## src/logic/ua_pkg.sv

```systemverilog
package ua_pkg;

  // register bus geometry: byte address, word index is adr[7:2]
  localparam int ADR_W = 8;
  localparam int IDX_W = 6;
  localparam int IDX_LSB = 2;

  // register indices, byte address is four times the index
  localparam logic [IDX_W-1:0] IDX_FLAGS  = 6'h10;
  localparam logic [IDX_W-1:0] IDX_IRQEN  = 6'h11;
  localparam logic [IDX_W-1:0] IDX_RXCTL  = 6'h13;
  localparam logic [IDX_W-1:0] IDX_RXDATA = 6'h14;
  localparam logic [IDX_W-1:0] IDX_TXCTL  = 6'h15;
  localparam logic [IDX_W-1:0] IDX_TXHOLD = 6'h16;
  localparam logic [IDX_W-1:0] IDX_BAUD   = 6'h17;

  // tx_status_control fields
  localparam int TXC_NINE_SEL = 6;
  localparam int TXC_TX_EN    = 5;
  localparam int TXC_SYNC     = 4;
  localparam int TXC_SH_EMPTY = 1;
  localparam int TXC_NINTH    = 0;

  // rx_status_control fields
  localparam int RXC_PORT_EN  = 7;
  localparam int RXC_NINE_SEL = 6;
  localparam int RXC_SINGLE   = 5;
  localparam int RXC_CONT     = 4;
  localparam int RXC_FRAMING  = 2;
  localparam int RXC_OVERRUN  = 1;
  localparam int RXC_NINTH    = 0;

  // peripheral flag / enable fields
  localparam int FLG_TX = 1;
  localparam int FLG_RX = 0;

  // baud generator: x64 ticks, x16 every 4, bit every 64
  localparam int X16_DIV_W = 2;
  localparam int BIT_DIV_W = 6;

  // x16 sample points within a bit, counted from 1
  localparam logic [3:0] PH_EDGE   = 4'h1;
  localparam logic [3:0] SMP_FIRST = 4'h7;
  localparam logic [3:0] SMP_MID   = 4'h8;
  localparam logic [3:0] SMP_LAST  = 4'h9;

  // data bit counts
  localparam logic [3:0] BITS_EIGHT = 4'h8;
  localparam logic [3:0] BITS_NINE  = 4'h9;

  localparam int FIFO_DEPTH = 2;

  typedef struct packed {
    logic       framing;
    logic       ninth;
    logic [7:0] data;
  } ua_rx_word_s;

  typedef struct packed {
    logic             cyc;
    logic             stb;
    logic             we;
    logic [ADR_W-1:0] adr;
    logic [3:0]       sel;
    logic [31:0]      dat;
  } ua_wb_req_s;

  typedef struct packed {
    logic        ack;
    logic [31:0] dat;
  } ua_wb_rsp_s;

  typedef enum logic [2:0] {
    TX_IDLE  = 3'b000,
    TX_WAIT  = 3'b001,
    TX_START = 3'b011,
    TX_DATA  = 3'b010,
    TX_STOP  = 3'b110
  } ua_tx_state_e;

  typedef enum logic [1:0] {
    RX_IDLE  = 2'b00,
    RX_START = 2'b01,
    RX_DATA  = 2'b11,
    RX_STOP  = 2'b10
  } ua_rx_state_e;

endpackage : ua_pkg

```

## src/logic/ua_baud.sv

```systemverilog
`timescale 1ns/1ns
module ua_baud
  import ua_pkg::*;
(
  input  wire logic       sys_clk_i,  // system clock
  input  wire logic       arst_n_i,   // async reset, active low
  input  wire logic       run_i,      // generator released from reset
  input  wire logic [7:0] div_i,      // baud divisor
  output logic            x16_tick_o, // one pulse per x16 period
  output logic            bit_tick_o  // one pulse per bit period
);

  typedef struct packed {
    logic [7:0]           cnt;
    logic [BIT_DIV_W-1:0] sub;
  } ua_baud_s;

  ua_baud_s s_reg;
  ua_baud_s s_next;
  logic     x64_tick;

  // the x64 clock fires every div+1 system clocks
  assign x64_tick   = run_i && (s_reg.cnt == 8'h00);
  assign x16_tick_o = x64_tick && (&s_reg.sub[X16_DIV_W-1:0]);
  assign bit_tick_o = x64_tick && (&s_reg.sub);

  // held in reset while nothing uses it, so a fresh enable starts a full period
  always_comb begin
    s_next = s_reg;
    if (!run_i) begin
      s_next = '0;
    end else if (x64_tick) begin
      s_next.cnt = div_i;
      s_next.sub = s_reg.sub + 1'b1;
    end else begin
      s_next.cnt = s_reg.cnt - 8'h01;
    end
  end

  always_ff @(posedge sys_clk_i or negedge arst_n_i) begin
    if (!arst_n_i) begin
      s_reg <= '0;
    end else begin
      s_reg <= s_next;
    end
  end

endmodule : ua_baud

```

## src/logic/ua_rx_fifo.sv

```systemverilog
`timescale 1ns/1ns
module ua_rx_fifo
  import ua_pkg::*;
(
  input  wire logic         sys_clk_i, // system clock
  input  wire logic         arst_n_i,  // async reset, active low
  input  wire logic         push_i,    // write one word
  input  ua_rx_word_s       word_i,    // word to write
  input  wire logic         pop_i,     // drop the head word
  output ua_rx_word_s       head_o,    // oldest word
  output logic              empty_o,   // nothing stored
  output logic              full_o     // no room
);

  typedef struct packed {
    ua_rx_word_s [FIFO_DEPTH-1:0] mem;
    logic                         wp;
    logic                         rp;
    logic [1:0]                   cnt;
  } ua_fifo_s;

  ua_fifo_s s_reg;
  ua_fifo_s s_next;

  assign head_o  = s_reg.mem[s_reg.rp];
  assign empty_o = (s_reg.cnt == 2'h0);
  assign full_o  = (s_reg.cnt == 2'(FIFO_DEPTH));

  // push is refused when full, pop when empty
  always_comb begin
    s_next = s_reg;
    if (push_i && !full_o) begin
      s_next.mem[s_reg.wp] = word_i;
      s_next.wp            = ~s_reg.wp;
    end
    if (pop_i && !empty_o) begin
      s_next.rp = ~s_reg.rp;
    end
    s_next.cnt = s_reg.cnt + 2'((push_i && !full_o)) - 2'((pop_i && !empty_o));
  end

  always_ff @(posedge sys_clk_i or negedge arst_n_i) begin
    if (!arst_n_i) begin
      s_reg <= '0;
    end else begin
      s_reg <= s_next;
    end
  end

endmodule : ua_rx_fifo

```

## src/logic/ua_async_top.sv

```systemverilog
// Functional notes
// - frame is start, 8/9 data, stop, NRZ
// - 8-bit divisor, generator runs x64 bit rate
// - no hardware parity; ninth bit is software's
// - all async activity halts during sleep; the idle shifter still loads the holding buffer
// - sync bit clear selects async; port enable activates
// - reload shifter only after stop bit, if data
// - reload at generator period end; sets empty flag
// - empty flag clears only by holding buffer write
// - read-only shifter empty bit, no interrupt
// - shifting waits for data and a shift clock
// - empty shifter takes written data at once
// - clearing transmit enable aborts, pin floats
// - clearing port or transmit enable resets transmitter
// - receive recovery runs at x16 baud rate
// - continuous receive enable starts reception
// - after stop bit push fifo, set data flag
// - data flag clears when fifo read empty
// - two-deep fifo; third word sets overrun, lost
// - overrun blocks fifo; cleared via receive enable
// - framing flag set when stop bit missing
// - framing and ninth bit travel with data
// - majority of samples seven, eight, nine
// - receive nine-bit select; ninth bit reported
// - clearing receive or port enable resets receiver
`timescale 1ns/1ns
module ua_async_top
  import ua_pkg::*;
(
  input  wire logic  sys_clk_i,     // system clock, 25 MHz
  input  wire logic  arst_n_i,      // async reset, active low
  input  ua_wb_req_s wb_req_i,      // wishbone request from master
  output ua_wb_rsp_s wb_rsp_o,      // wishbone answer
  input  wire logic  sleep_i,       // device in low-power sleep
  input  wire logic  rx_pin_i,      // receive line, asynchronous
  output logic       tx_pin_o,      // transmit line level
  output logic       tx_pin_oe_n_o  // low while driving the line
);

  typedef struct packed {
    // bus answer
    logic               ack;
    logic [7:0]         rdat;
    // control registers
    logic               port_enable;
    logic               rx_nine_bit_select;
    logic               single_receive_enable;
    logic               continuous_receive_enable;
    logic               tx_nine_bit_select;
    logic               transmit_enable;
    logic               sync_mode;
    logic               tx_ninth_bit;
    logic [7:0]         baud_divisor;
    logic [1:0]         irq_enable;
    logic               overrun_flag;
    // transmit path
    logic [7:0]         tx_holding_buffer;
    logic               hold_ninth;
    logic               hold_full;
    ua_tx_state_e       tx_st;
    logic [8:0]         tx_shift_register;
    logic [3:0]         tx_len;
    logic [3:0]         tx_cnt;
    logic               tx_line;
    // receive path
    logic               rx_meta;
    logic               rx_sync;
    logic               rx_prev;
    ua_rx_state_e       rx_st;
    logic [3:0]         rx_ph;
    logic [1:0]         rx_votes;
    logic [8:0]         rx_shift_register;
    logic [3:0]         rx_len;
    logic [3:0]         rx_cnt;
  } ua_top_s;

  ua_top_s     s_reg;
  ua_top_s     s_next;
  logic        bus_req;
  logic        bus_wr;
  logic        bus_rd;
  logic [IDX_W-1:0] idx;
  logic [7:0]  wbyte;
  logic        tx_active;
  logic        rx_active;
  logic        brg_run;
  logic        x16_tick;
  logic        bit_tick;
  logic        fifo_push;
  logic        fifo_pop;
  ua_rx_word_s fifo_word;
  ua_rx_word_s fifo_head;
  logic        fifo_empty;
  logic        fifo_full;
  logic        shifter_empty_flag;
  logic        tx_buffer_empty_flag;
  logic        rx_data_flag;
  logic        rx_bit;
  logic [7:0]  rd_mux;

  // bus decode: a request is taken in the cycle before ack is given
  assign bus_req = wb_req_i.cyc && wb_req_i.stb && !s_reg.ack;
  assign bus_wr  = bus_req && wb_req_i.we && wb_req_i.sel[0];
  assign bus_rd  = bus_req && !wb_req_i.we;
  assign idx     = wb_req_i.adr[ADR_W-1:IDX_LSB];
  assign wbyte   = wb_req_i.dat[7:0];

  assign tx_active = s_reg.port_enable && !s_reg.sync_mode && s_reg.transmit_enable;
  assign rx_active = s_reg.port_enable && !s_reg.sync_mode
                   && (s_reg.continuous_receive_enable || s_reg.single_receive_enable);
  // generator stays in reset when unused and also in sleep
  assign brg_run   = (tx_active || rx_active) && !sleep_i;

  assign shifter_empty_flag   = (s_reg.tx_st == TX_IDLE);
  assign tx_buffer_empty_flag = !s_reg.hold_full;
  assign rx_data_flag         = !fifo_empty;

  ua_baud u_baud (
    .sys_clk_i  (sys_clk_i),
    .arst_n_i   (arst_n_i),
    .run_i      (brg_run),
    .div_i      (s_reg.baud_divisor),
    .x16_tick_o (x16_tick),
    .bit_tick_o (bit_tick)
  );

  ua_rx_fifo u_fifo (
    .sys_clk_i (sys_clk_i),
    .arst_n_i  (arst_n_i),
    .push_i    (fifo_push),
    .word_i    (fifo_word),
    .pop_i     (fifo_pop),
    .head_o    (fifo_head),
    .empty_o   (fifo_empty),
    .full_o    (fifo_full)
  );

  // majority of the two stored samples and the current one
  assign rx_bit = (s_reg.rx_votes[0] & s_reg.rx_votes[1])
                | (s_reg.rx_sync & (s_reg.rx_votes[0] | s_reg.rx_votes[1]));

  // read mux; status of the fifo head must be read before its data
  always_comb begin
    rd_mux = 8'h00;
    unique case (idx)
      IDX_FLAGS: begin
        rd_mux[FLG_TX] = tx_buffer_empty_flag;
        rd_mux[FLG_RX] = rx_data_flag;
      end
      IDX_IRQEN: begin
        rd_mux[FLG_TX] = s_reg.irq_enable[FLG_TX];
        rd_mux[FLG_RX] = s_reg.irq_enable[FLG_RX];
      end
      IDX_RXCTL: begin
        rd_mux[RXC_PORT_EN]  = s_reg.port_enable;
        rd_mux[RXC_NINE_SEL] = s_reg.rx_nine_bit_select;
        rd_mux[RXC_SINGLE]   = s_reg.single_receive_enable;
        rd_mux[RXC_CONT]     = s_reg.continuous_receive_enable;
        rd_mux[RXC_FRAMING]  = !fifo_empty && fifo_head.framing;
        rd_mux[RXC_OVERRUN]  = s_reg.overrun_flag;
        rd_mux[RXC_NINTH]    = !fifo_empty && fifo_head.ninth;
      end
      IDX_RXDATA: rd_mux = fifo_empty ? 8'h00 : fifo_head.data;
      IDX_TXCTL: begin
        rd_mux[TXC_NINE_SEL] = s_reg.tx_nine_bit_select;
        rd_mux[TXC_TX_EN]    = s_reg.transmit_enable;
        rd_mux[TXC_SYNC]     = s_reg.sync_mode;
        rd_mux[TXC_SH_EMPTY] = shifter_empty_flag;
        rd_mux[TXC_NINTH]    = s_reg.tx_ninth_bit;
      end
      IDX_TXHOLD: rd_mux = s_reg.tx_holding_buffer;
      IDX_BAUD:   rd_mux = s_reg.baud_divisor;
      default:    rd_mux = 8'h00; // unmapped reads as zero
    endcase
  end

  // reading the data word pops the fifo and advances framing/ninth status
  assign fifo_pop = bus_rd && (idx == IDX_RXDATA);

  // one process for the whole block state
  always_comb begin
    s_next      = s_reg;
    fifo_push   = 1'b0;
    fifo_word   = '0;

    // bus answer, one wait state, ack held for one cycle only
    s_next.ack  = bus_req;
    if (bus_rd) begin
      s_next.rdat = rd_mux;
    end

    // register writes
    if (bus_wr) begin
      unique case (idx)
        IDX_IRQEN: begin
          s_next.irq_enable[FLG_TX] = wbyte[FLG_TX];
          s_next.irq_enable[FLG_RX] = wbyte[FLG_RX];
        end
        IDX_RXCTL: begin
          s_next.port_enable               = wbyte[RXC_PORT_EN];
          s_next.rx_nine_bit_select        = wbyte[RXC_NINE_SEL];
          s_next.single_receive_enable     = wbyte[RXC_SINGLE];
          s_next.continuous_receive_enable = wbyte[RXC_CONT];
        end
        IDX_TXCTL: begin
          s_next.tx_nine_bit_select = wbyte[TXC_NINE_SEL];
          s_next.transmit_enable    = wbyte[TXC_TX_EN];
          s_next.sync_mode          = wbyte[TXC_SYNC];
          s_next.tx_ninth_bit       = wbyte[TXC_NINTH];
        end
        IDX_BAUD: s_next.baud_divisor = wbyte;
        default: ;
      endcase
    end

    // ---- transmitter, steps on generator bit ticks except the load from idle
    if (!tx_active) begin
      s_next.tx_st   = TX_IDLE;
      s_next.tx_line = 1'b1;
      s_next.tx_cnt  = 4'h0;
    end else begin
      unique case (s_reg.tx_st)
        TX_IDLE: begin
          // empty shifter takes the buffer at once, freeing it for the next
          if (s_reg.hold_full) begin
            s_next.tx_shift_register = {s_reg.hold_ninth, s_reg.tx_holding_buffer};
            s_next.tx_len   = s_reg.tx_nine_bit_select ? BITS_NINE : BITS_EIGHT;
            s_next.hold_full = 1'b0;
            s_next.tx_st    = TX_WAIT;
          end
        end
        TX_WAIT: begin
          if (bit_tick) begin
            s_next.tx_line = 1'b0;
            s_next.tx_st   = TX_START;
          end
        end
        TX_START: begin
          if (bit_tick) begin
            s_next.tx_line           = s_reg.tx_shift_register[0];
            s_next.tx_shift_register = {1'b0, s_reg.tx_shift_register[8:1]};
            s_next.tx_cnt            = 4'h1;
            s_next.tx_st             = TX_DATA;
          end
        end
        TX_DATA: begin
          if (bit_tick) begin
            if (s_reg.tx_cnt == s_reg.tx_len) begin
              s_next.tx_line = 1'b1;
              s_next.tx_st   = TX_STOP;
            end else begin
              s_next.tx_line           = s_reg.tx_shift_register[0];
              s_next.tx_shift_register = {1'b0, s_reg.tx_shift_register[8:1]};
              s_next.tx_cnt            = s_reg.tx_cnt + 4'h1;
            end
          end
        end
        TX_STOP: begin
          // reload only at the end of the stop bit, on the tick itself
          if (bit_tick) begin
            if (s_reg.hold_full) begin
              s_next.tx_shift_register = {s_reg.hold_ninth, s_reg.tx_holding_buffer};
              s_next.tx_len    = s_reg.tx_nine_bit_select ? BITS_NINE : BITS_EIGHT;
              s_next.hold_full = 1'b0;
              s_next.tx_line   = 1'b0;
              s_next.tx_st     = TX_START;
            end else begin
              s_next.tx_st = TX_IDLE;
            end
          end
        end
        default: s_next.tx_st = TX_IDLE;
      endcase
    end

    // a buffer write wins over a same-cycle reload of the shifter
    if (bus_wr && (idx == IDX_TXHOLD)) begin
      s_next.tx_holding_buffer = wbyte;
      s_next.hold_ninth        = s_reg.tx_ninth_bit;
      s_next.hold_full         = 1'b1;
    end

    // a write that drops an enable must not leave a low level behind the released pin
    if (!(s_next.port_enable && !s_next.sync_mode && s_next.transmit_enable)) begin
      s_next.tx_line = 1'b1;
    end

    // ---- receiver, two flops before any logic reads the pin
    s_next.rx_meta = rx_pin_i;
    s_next.rx_sync = s_reg.rx_meta;
    if (!rx_active) begin
      s_next.rx_st        = RX_IDLE;
      s_next.overrun_flag = 1'b0;
      s_next.rx_prev      = 1'b1;
    end else if (x16_tick) begin
      s_next.rx_prev = s_reg.rx_sync;
      s_next.rx_ph   = s_reg.rx_ph + 4'h1;
      if (s_next.rx_ph == SMP_FIRST) begin
        s_next.rx_votes[0] = s_reg.rx_sync;
      end
      if (s_next.rx_ph == SMP_MID) begin
        s_next.rx_votes[1] = s_reg.rx_sync;
      end
      unique case (s_reg.rx_st)
        RX_IDLE: begin
          if (s_reg.rx_prev && !s_reg.rx_sync) begin
            s_next.rx_ph  = PH_EDGE;
            s_next.rx_len = s_reg.rx_nine_bit_select ? BITS_NINE : BITS_EIGHT;
            s_next.rx_st  = RX_START;
          end
        end
        RX_START: begin
          if (s_next.rx_ph == SMP_LAST) begin
            s_next.rx_cnt = 4'h0;
            s_next.rx_st  = rx_bit ? RX_IDLE : RX_DATA; // false start glitch dropped
          end
        end
        RX_DATA: begin
          if (s_next.rx_ph == SMP_LAST) begin
            s_next.rx_shift_register = {rx_bit, s_reg.rx_shift_register[8:1]};
            s_next.rx_cnt            = s_reg.rx_cnt + 4'h1;
            if (s_next.rx_cnt == s_reg.rx_len) begin
              s_next.rx_st = RX_STOP;
            end
          end
        end
        RX_STOP: begin
          if (s_next.rx_ph == SMP_LAST) begin
            fifo_word.framing = !rx_bit;
            if (s_reg.rx_len == BITS_NINE) begin
              fifo_word.ninth = s_reg.rx_shift_register[8];
              fifo_word.data  = s_reg.rx_shift_register[7:0];
            end else begin
              fifo_word.data  = s_reg.rx_shift_register[8:1];
            end
            if (!s_reg.overrun_flag) begin
              if (fifo_full && !fifo_pop) begin
                s_next.overrun_flag = 1'b1;
              end else begin
                fifo_push = 1'b1;
              end
            end
            s_next.rx_st = RX_IDLE;
          end
        end
      endcase
    end
  end

  always_ff @(posedge sys_clk_i or negedge arst_n_i) begin
    if (!arst_n_i) begin
      s_reg         <= '0;
      s_reg.tx_line <= 1'b1;
      s_reg.rx_meta <= 1'b1;
      s_reg.rx_sync <= 1'b1;
      s_reg.rx_prev <= 1'b1;
    end else begin
      s_reg <= s_next;
    end
  end

  // pin floats whenever the transmitter is reset
  assign tx_pin_o      = s_reg.tx_line;
  assign tx_pin_oe_n_o = !tx_active;
  assign wb_rsp_o.ack  = s_reg.ack;
  assign wb_rsp_o.dat  = {24'h000000, s_reg.rdat};

endmodule : ua_async_top

```

## config.mk

```make
export PLATFORM = sky130hd
export DESIGN_NAME = ua_async_top
export DESIGN_NICKNAME = d
export VERILOG_FILES = /design/src/logic/ua_pkg.sv /design/src/logic/ua_baud.sv /design/src/logic/ua_rx_fifo.sv /design/src/logic/ua_async_top.sv
export SDC_FILE = /design/constraint.sdc
export NUM_CORES = 1
export LEC_CHECK = 0
export BUFFER_PORTS_ARGS = -buffer_cell sky130_fd_sc_hd__buf_2
export CAP_MARGIN = 40
export CORE_MARGIN = 2
export CORE_UTILIZATION = 40
export CTS_CLUSTER_SIZE = 28
export DETAILED_ROUTE_END_ITERATION = 10
export PLACE_DENSITY_LB_ADDON = 0.12
export REMOVE_ABC_BUFFERS = 1
export SLEW_MARGIN = 40
export SYNTH_ARGS = -nofsm -noshare
export SYNTH_HDL_FRONTEND = slang
export SYNTH_HIERARCHICAL = 1
export SYNTH_SLANG_ARGS = --single-unit
```

## constraint.sdc

```tcl
create_clock -name sys_clk_i -period 5.1 [get_ports sys_clk_i]
set_input_delay 0.255 -clock sys_clk_i [delete_from_list [all_inputs] [get_ports sys_clk_i]]
set_output_delay 0.255 -clock sys_clk_i [all_outputs]
set_load 0.02 [all_outputs]
```

# == Word-level counts from Yosys, hierarchy flattened ==
# Cells that the tools add are included.
# Widths: inputs -> output; s select.
# classes
bitwise_logic,6
muxes,85
n_reduce_logical,66
n_lt_le_gt_ge,3
eq_ne,53
n_addsub,7
# ops
operator,count
$mux 10,7
$eq 6x5->1 const B,7
$ne 3x3->1 const B,13
$pmux 9 s4,1
$mux 4,8
$mux 8,4
$pmux 3 s5,2
$mux 9,3
$mux 26,1
$mux 1,24
$mux 12,2
$pmux 4 s2,3
$reduce_and 6->1,4
$logic_and 1x1->1,23
$bwmux 20,1
$ne 4x4->1 const B,5
$mux 18,1
$ne 2x2->1 const B,9
$mux 17,1
$mux 16,1
$mux 5,3
$mux 14,1
$mux 2,7
$pmux 2 s7,1
42 further kinds,88
# word_totals
in_bits,51
ff_bits,125
output_inout_bits,35
elab_cells,262

# == Longest topological paths before layout ==
# depth
depth_word,15
ltp_mapped,17
mapped_depth_nobuf,15

# == Cells and area by module ==
# The synthesis kept the hierarchy.
# modules_own_cells
mod,instances,area_per_inst_um2,cells_each,seq_area_each_um2
ua_async_top,1,4724.5,465,2082.0
ua_rx_fifo,1,1109.8,71,600.6
ua_baud,1,797.0,77,350.3

# == Worst setup path after synthesis ==
# No wires, ideal clock.
# synth_path
path_type,reg2reg
startpoint,reg s_reg[71] (netlist name)
endpoint,reg u_fifo/s_reg[1] (netlist name)
required_time_ns,4.977
setup_ns,0.123
period_less_slack_ns,3.610
path_buffers,2
t_arrival_ns,3.487
setup_slack_ns,1.490
path_stages_with_launch,18
cell_sequence,dfrtp_1 nor2b_1 and2_1 inv_1 clkbuf_1 a21oi_1 inv_1 clkbuf_1 nor2_1 nand2_1 or4_4 nor3b_1 nand2_1 ha_1 inv_1 ha_1 xnor2_1 xnor2_1
# synth_lines
item,line,rtl
end signal: assignment,ua_rx_fifo.sv:46,s_reg <= s_next;
end: declaration,ua_rx_fifo.sv:22,ua_fifo_s s_reg;

==> results.json <==
{
  "synth-async-reset-ratio_pct": 100.0,
  "max_cap_violations": 0,
  "cp_slowest_stage_delay_ps": 560,
  "die_w_um": 132.8,
  "tightest_slew_ps": 756.7,
  "pwr-share-clk_pct": 57.1,
  "swShare_pct": 20.80,
  "holdCritStartpoint": "wb_req_i[3]",
  "power.density_nw_per_um2": 329.0,
  "synth_top_area_share_pct": 44.15,
  "p_int_mw": 1.961,
  "synth_ff_type": "dfrtp_1",
  "setup_tns_ps": 0,
  "dp_slack_ps": 692.7,
  "syn_inst": 613,
  "insertion_delay_ps": 420,
  "wl_per_cell_um": 16.96,
  "cts_setup_buffers": 0,
  "vias": 4526,
  "setup_slack_ps": 740.8,
  "reg2reg_depth": 12,
  "drtIter0Drc": 219,
  "hold_end": "s_reg[54]$_DFFE_PN0P_",
  "synth-seq-cells": 121,
  "largest_reg_flops": 72,
  "final_cell_mix": "dfrtp_1 (117), mux2_2 (67), nand2_1 (49)",
  "dieHeight_um": 132.8,
  "finalSetupViolations": 0,
  "post-route-period-util_pct": 85.48,
  "cp_cell_sequence": "nor2b_1, and2_1, inv_1, a21oi_1, inv_1, nor2_1, nand2_1, or4_4, nor3b_1, nor3b_2, buf_4, mux2_2",
  "seq_power_share_pct": 39.4,
  "p_sw_uw": 515.0,
  "cts_buffers": 17,
  "cts_max_level": 4,
  "cts_buffer_depth": 2,
  "final_common_cell": "dfrtp_1",
  "hold_depth": 2,
  "outcome": "finished, final reports clean",
  "synth_edf_count": 0,
  "drive_above_1_share_pct": 26.89,
  "grt_usage_pct": 17.54,
  "synth_area_leaders": "dfrtp_1 (44%), mux2_2 (11%), buf_4 (3.7%), nand2_1 (2.8%), o21ai_0 (2.5%)",
  "synth_area_um2": 6631,
  "vias_per_cell": 5.220,
  "grt_antenna_before_repair": 0,
  "post-route-min-period_ps": 4359,
  "antenna_cells": 0,
  "pwr-share-comb_pct": 3.5,
  "reg2reg_from": "s_reg[77]$_DFF_PN0_",
  "cts.sinks": 121,
  "grt_overflow": 0,
  "firstDrtPassIters": 7,
  "path_max_fanout": 12,
  "cts_tree": "yes",
  "cp-end-kind": "flip-flop",
  "rsz0062_at_grt": "false",
  "path_common_cell": "inv_1",
  "initial_core_util_pct": 40.42,
  "port-buffer-count": 32,
  "fmaxAchievable_mhz": 229.4,
  "n_fill_cell": 1523,
  "place_hpwl_um": 10390,
  "criticalPathCategory": "flip-flop to flip-flop",
  "min_path_type": "input port to flip-flop",
  "grt_pass1_vias": 4532,
  "critPathLaunchType": "flip-flop",
  "cp.arrival_ps": 4660,
  "grt_max_degree": 72,
  "r2r_end": "u_fifo/s_reg[7]$_DFFE_PN0P_",
  "postRouteAntennaNets": 0,
  "drt-total-wl_um": 14700,
  "post_cts_resized": 0,
  "final_nets": 696,
  "cp_slowest_cell": "or4_4",
  "io_pins": 86,
  "drc_errors": 0,
  "fin_skew_ps": 8.051,
  "dieArea_um2": 17620,
  "maxSlewHeadroom_pct": 49.13,
  "syn_to_final_growth_pct": 13.47,
  "core_um2": 16410,
  "grt_pass1_wl_um": 24090,
  "critPathRequiredTime_ps": 5400,
  "synth_warnings": 6,
  "power.leakage_nw": 3.397,
  "avgSynthCellArea_um2": 10.82,
  "r2r_setup_slack_ps": 740,
  "place_congestion": 0.7693,
  "yosysSeqAreaShare_pct": 45.74,
  "vdd_drop_max_v": 0.0002119,
  "hold_viol": 0,
  "yosysUniqueCellTypes": 73,
  "clkTransAtPathRegs_ps": 60,
  "cts_root_buffer": "clkbuf_16",
  "synth_area_leader_cell": "dfrtp_1",
  "rows": 47,
  "slew_violations": 0
}
## synth_stat cells (3+ instances only)
cell type	n
dfrtp_1	117
ha_1	11
nand2_1	49
a21oi_1	29
mux2_2	67
nor2b_1	7
or3_1	3
xor2_1	12
o31ai_1	3
a222oi_1	4
nand2b_1	12
nor3_1	7
a22oi_1	4
clkbuf_1	15
or2_2	3
buf_6	5
a211oi_1	4
buf_2	6
a22o_1	8
mux2i_1	9
nand4_1	3
dfstp_2	4
nor4_2	3
inv_1	21
xnor2_1	8
and3_1	5
buf_4	33
mux2_4	10
o21ai_0	33
nand3b_1	6
nand3_1	19
a211oi_2	3
nor2_1	37
nor3b_1	4
## metrics by stage
| step | hold slack (ps) | utilization [%] | total power [mW] | cells | cell area (um2) |
|---|---|---|---|---|---|
| 3_3_place_gp | 347.0 | 41.42 | 1.077 | 833 | 6795 |
| 6_report | 102.6 | 45.86 | 2.476 | 867 | 7525 |
| 5_1_grt | 88.50 | 45.86 | 2.556 | 867 | 7525 |
| 2_1_floorplan | -40.59 | - | 1.031 | 577 | 6327 |
| 4_1_cts | 83.54 | 45.82 | 2.504 | 867 | 7518 |
| 3_5_place_dp | 348.5 | 41.46 | 1.079 | 833 | 6802 |
## metal layers
metal	share of wire, %	track usage (%)	vias to the layer above	routed length, um
met2	47	27.32	80	6883
met1	48	23.96	2239	7057
met4	1.5	5.615	0	226
met5	0	0	-	0
li1	-	-	2191	-
met3	3.6	4.598	16	532
## logic make-up (layout without fill, tap and decap cells)
| group | after synthesis | in the layout | synth area share [%] |
|---|---|---|---|
| other | 1 | 24 | 0.05655 |
| muxes | 86 | 86 | 15.00 |
| DFF | 121 | 121 | 45.74 |
| xor gates and xnor gates | 21 | 21 | 2.981 |
| and+or+nand+nor | 184 | 184 | 15.96 |
| AOI/OAI and AO/OA | 108 | 108 | 10.96 |
| adders and majority gates | 12 | 12 | 2.226 |
| buffers and inverters | 80 | 91 | 7.075 |
## area by class of cell
type / instances / area [um2] / share of cell area, %
Multi-Input combinational cell: 435 / 3224 / 42.85
Timing Repair Buffer: 38 / 216.5 / 2.877
Clock inverter: 10 / 212.7 / 2.827
Tap cell: 220 / 275.3 / 3.658
Inverter: 21 / 78.83 / 1.048
Clock buffer: 22 / 484.2 / 6.435
Sequential cell: 121 / 3033 / 40.31
## worst max path at each step
stage / from / end / depth (start not counted)
2_1_floorplan: s_reg[71]$_DFF_PN0_ / u_fifo/s_reg[10]$_DFFE_PN0P_ / 11
3_3_place_gp: s_reg[77]$_DFF_PN0_ / u_fifo/s_reg[7]$_DFFE_PN0P_ / 12
3_5_place_dp: s_reg[77]$_DFF_PN0_ / u_fifo/s_reg[13]$_DFFE_PN0P_ / 12
4_1_cts: s_reg[77]$_DFF_PN0_ / u_fifo/s_reg[13]$_DFFE_PN0P_ / 12
5_1_grt: s_reg[77]$_DFF_PN0_ / u_fifo/s_reg[10]$_DFFE_PN0P_ / 12
6_report: s_reg[77]$_DFF_PN0_ / u_fifo/s_reg[7]$_DFFE_PN0P_ / 12
## critical path, delay by kind of cell (launching register included)
kind | cells | cell delay [ps]
and+or+nand+nor | 7 | 2400
AOI/OAI and AO/OA | 1 | 360
muxes | 1 | 340
DFF | 1 | 380
buffers and inverters | 3 | 750
## power by group through the flow
stage | Combinational, mW | Sequential [mW] | Clock (mW)
detailed placement | 0.0862 | 0.993 | 0
finish | 0.0862 | 0.976 | 1.41
CTS | 0.0878 | 0.976 | 1.44
global placement | 0.0845 | 0.993 | 0
global route | 0.0965 | 0.977 | 1.48
floorplan | 0.0406 | 0.990 | 0
## repair_timing
action / CTS / global route
hold buffers: 2 / 0
setup endpoints to repair: 0 / 0
endpoints found under the hold margin: 49 / 0
No activity file was read; power rests on OpenSTA's default activity.
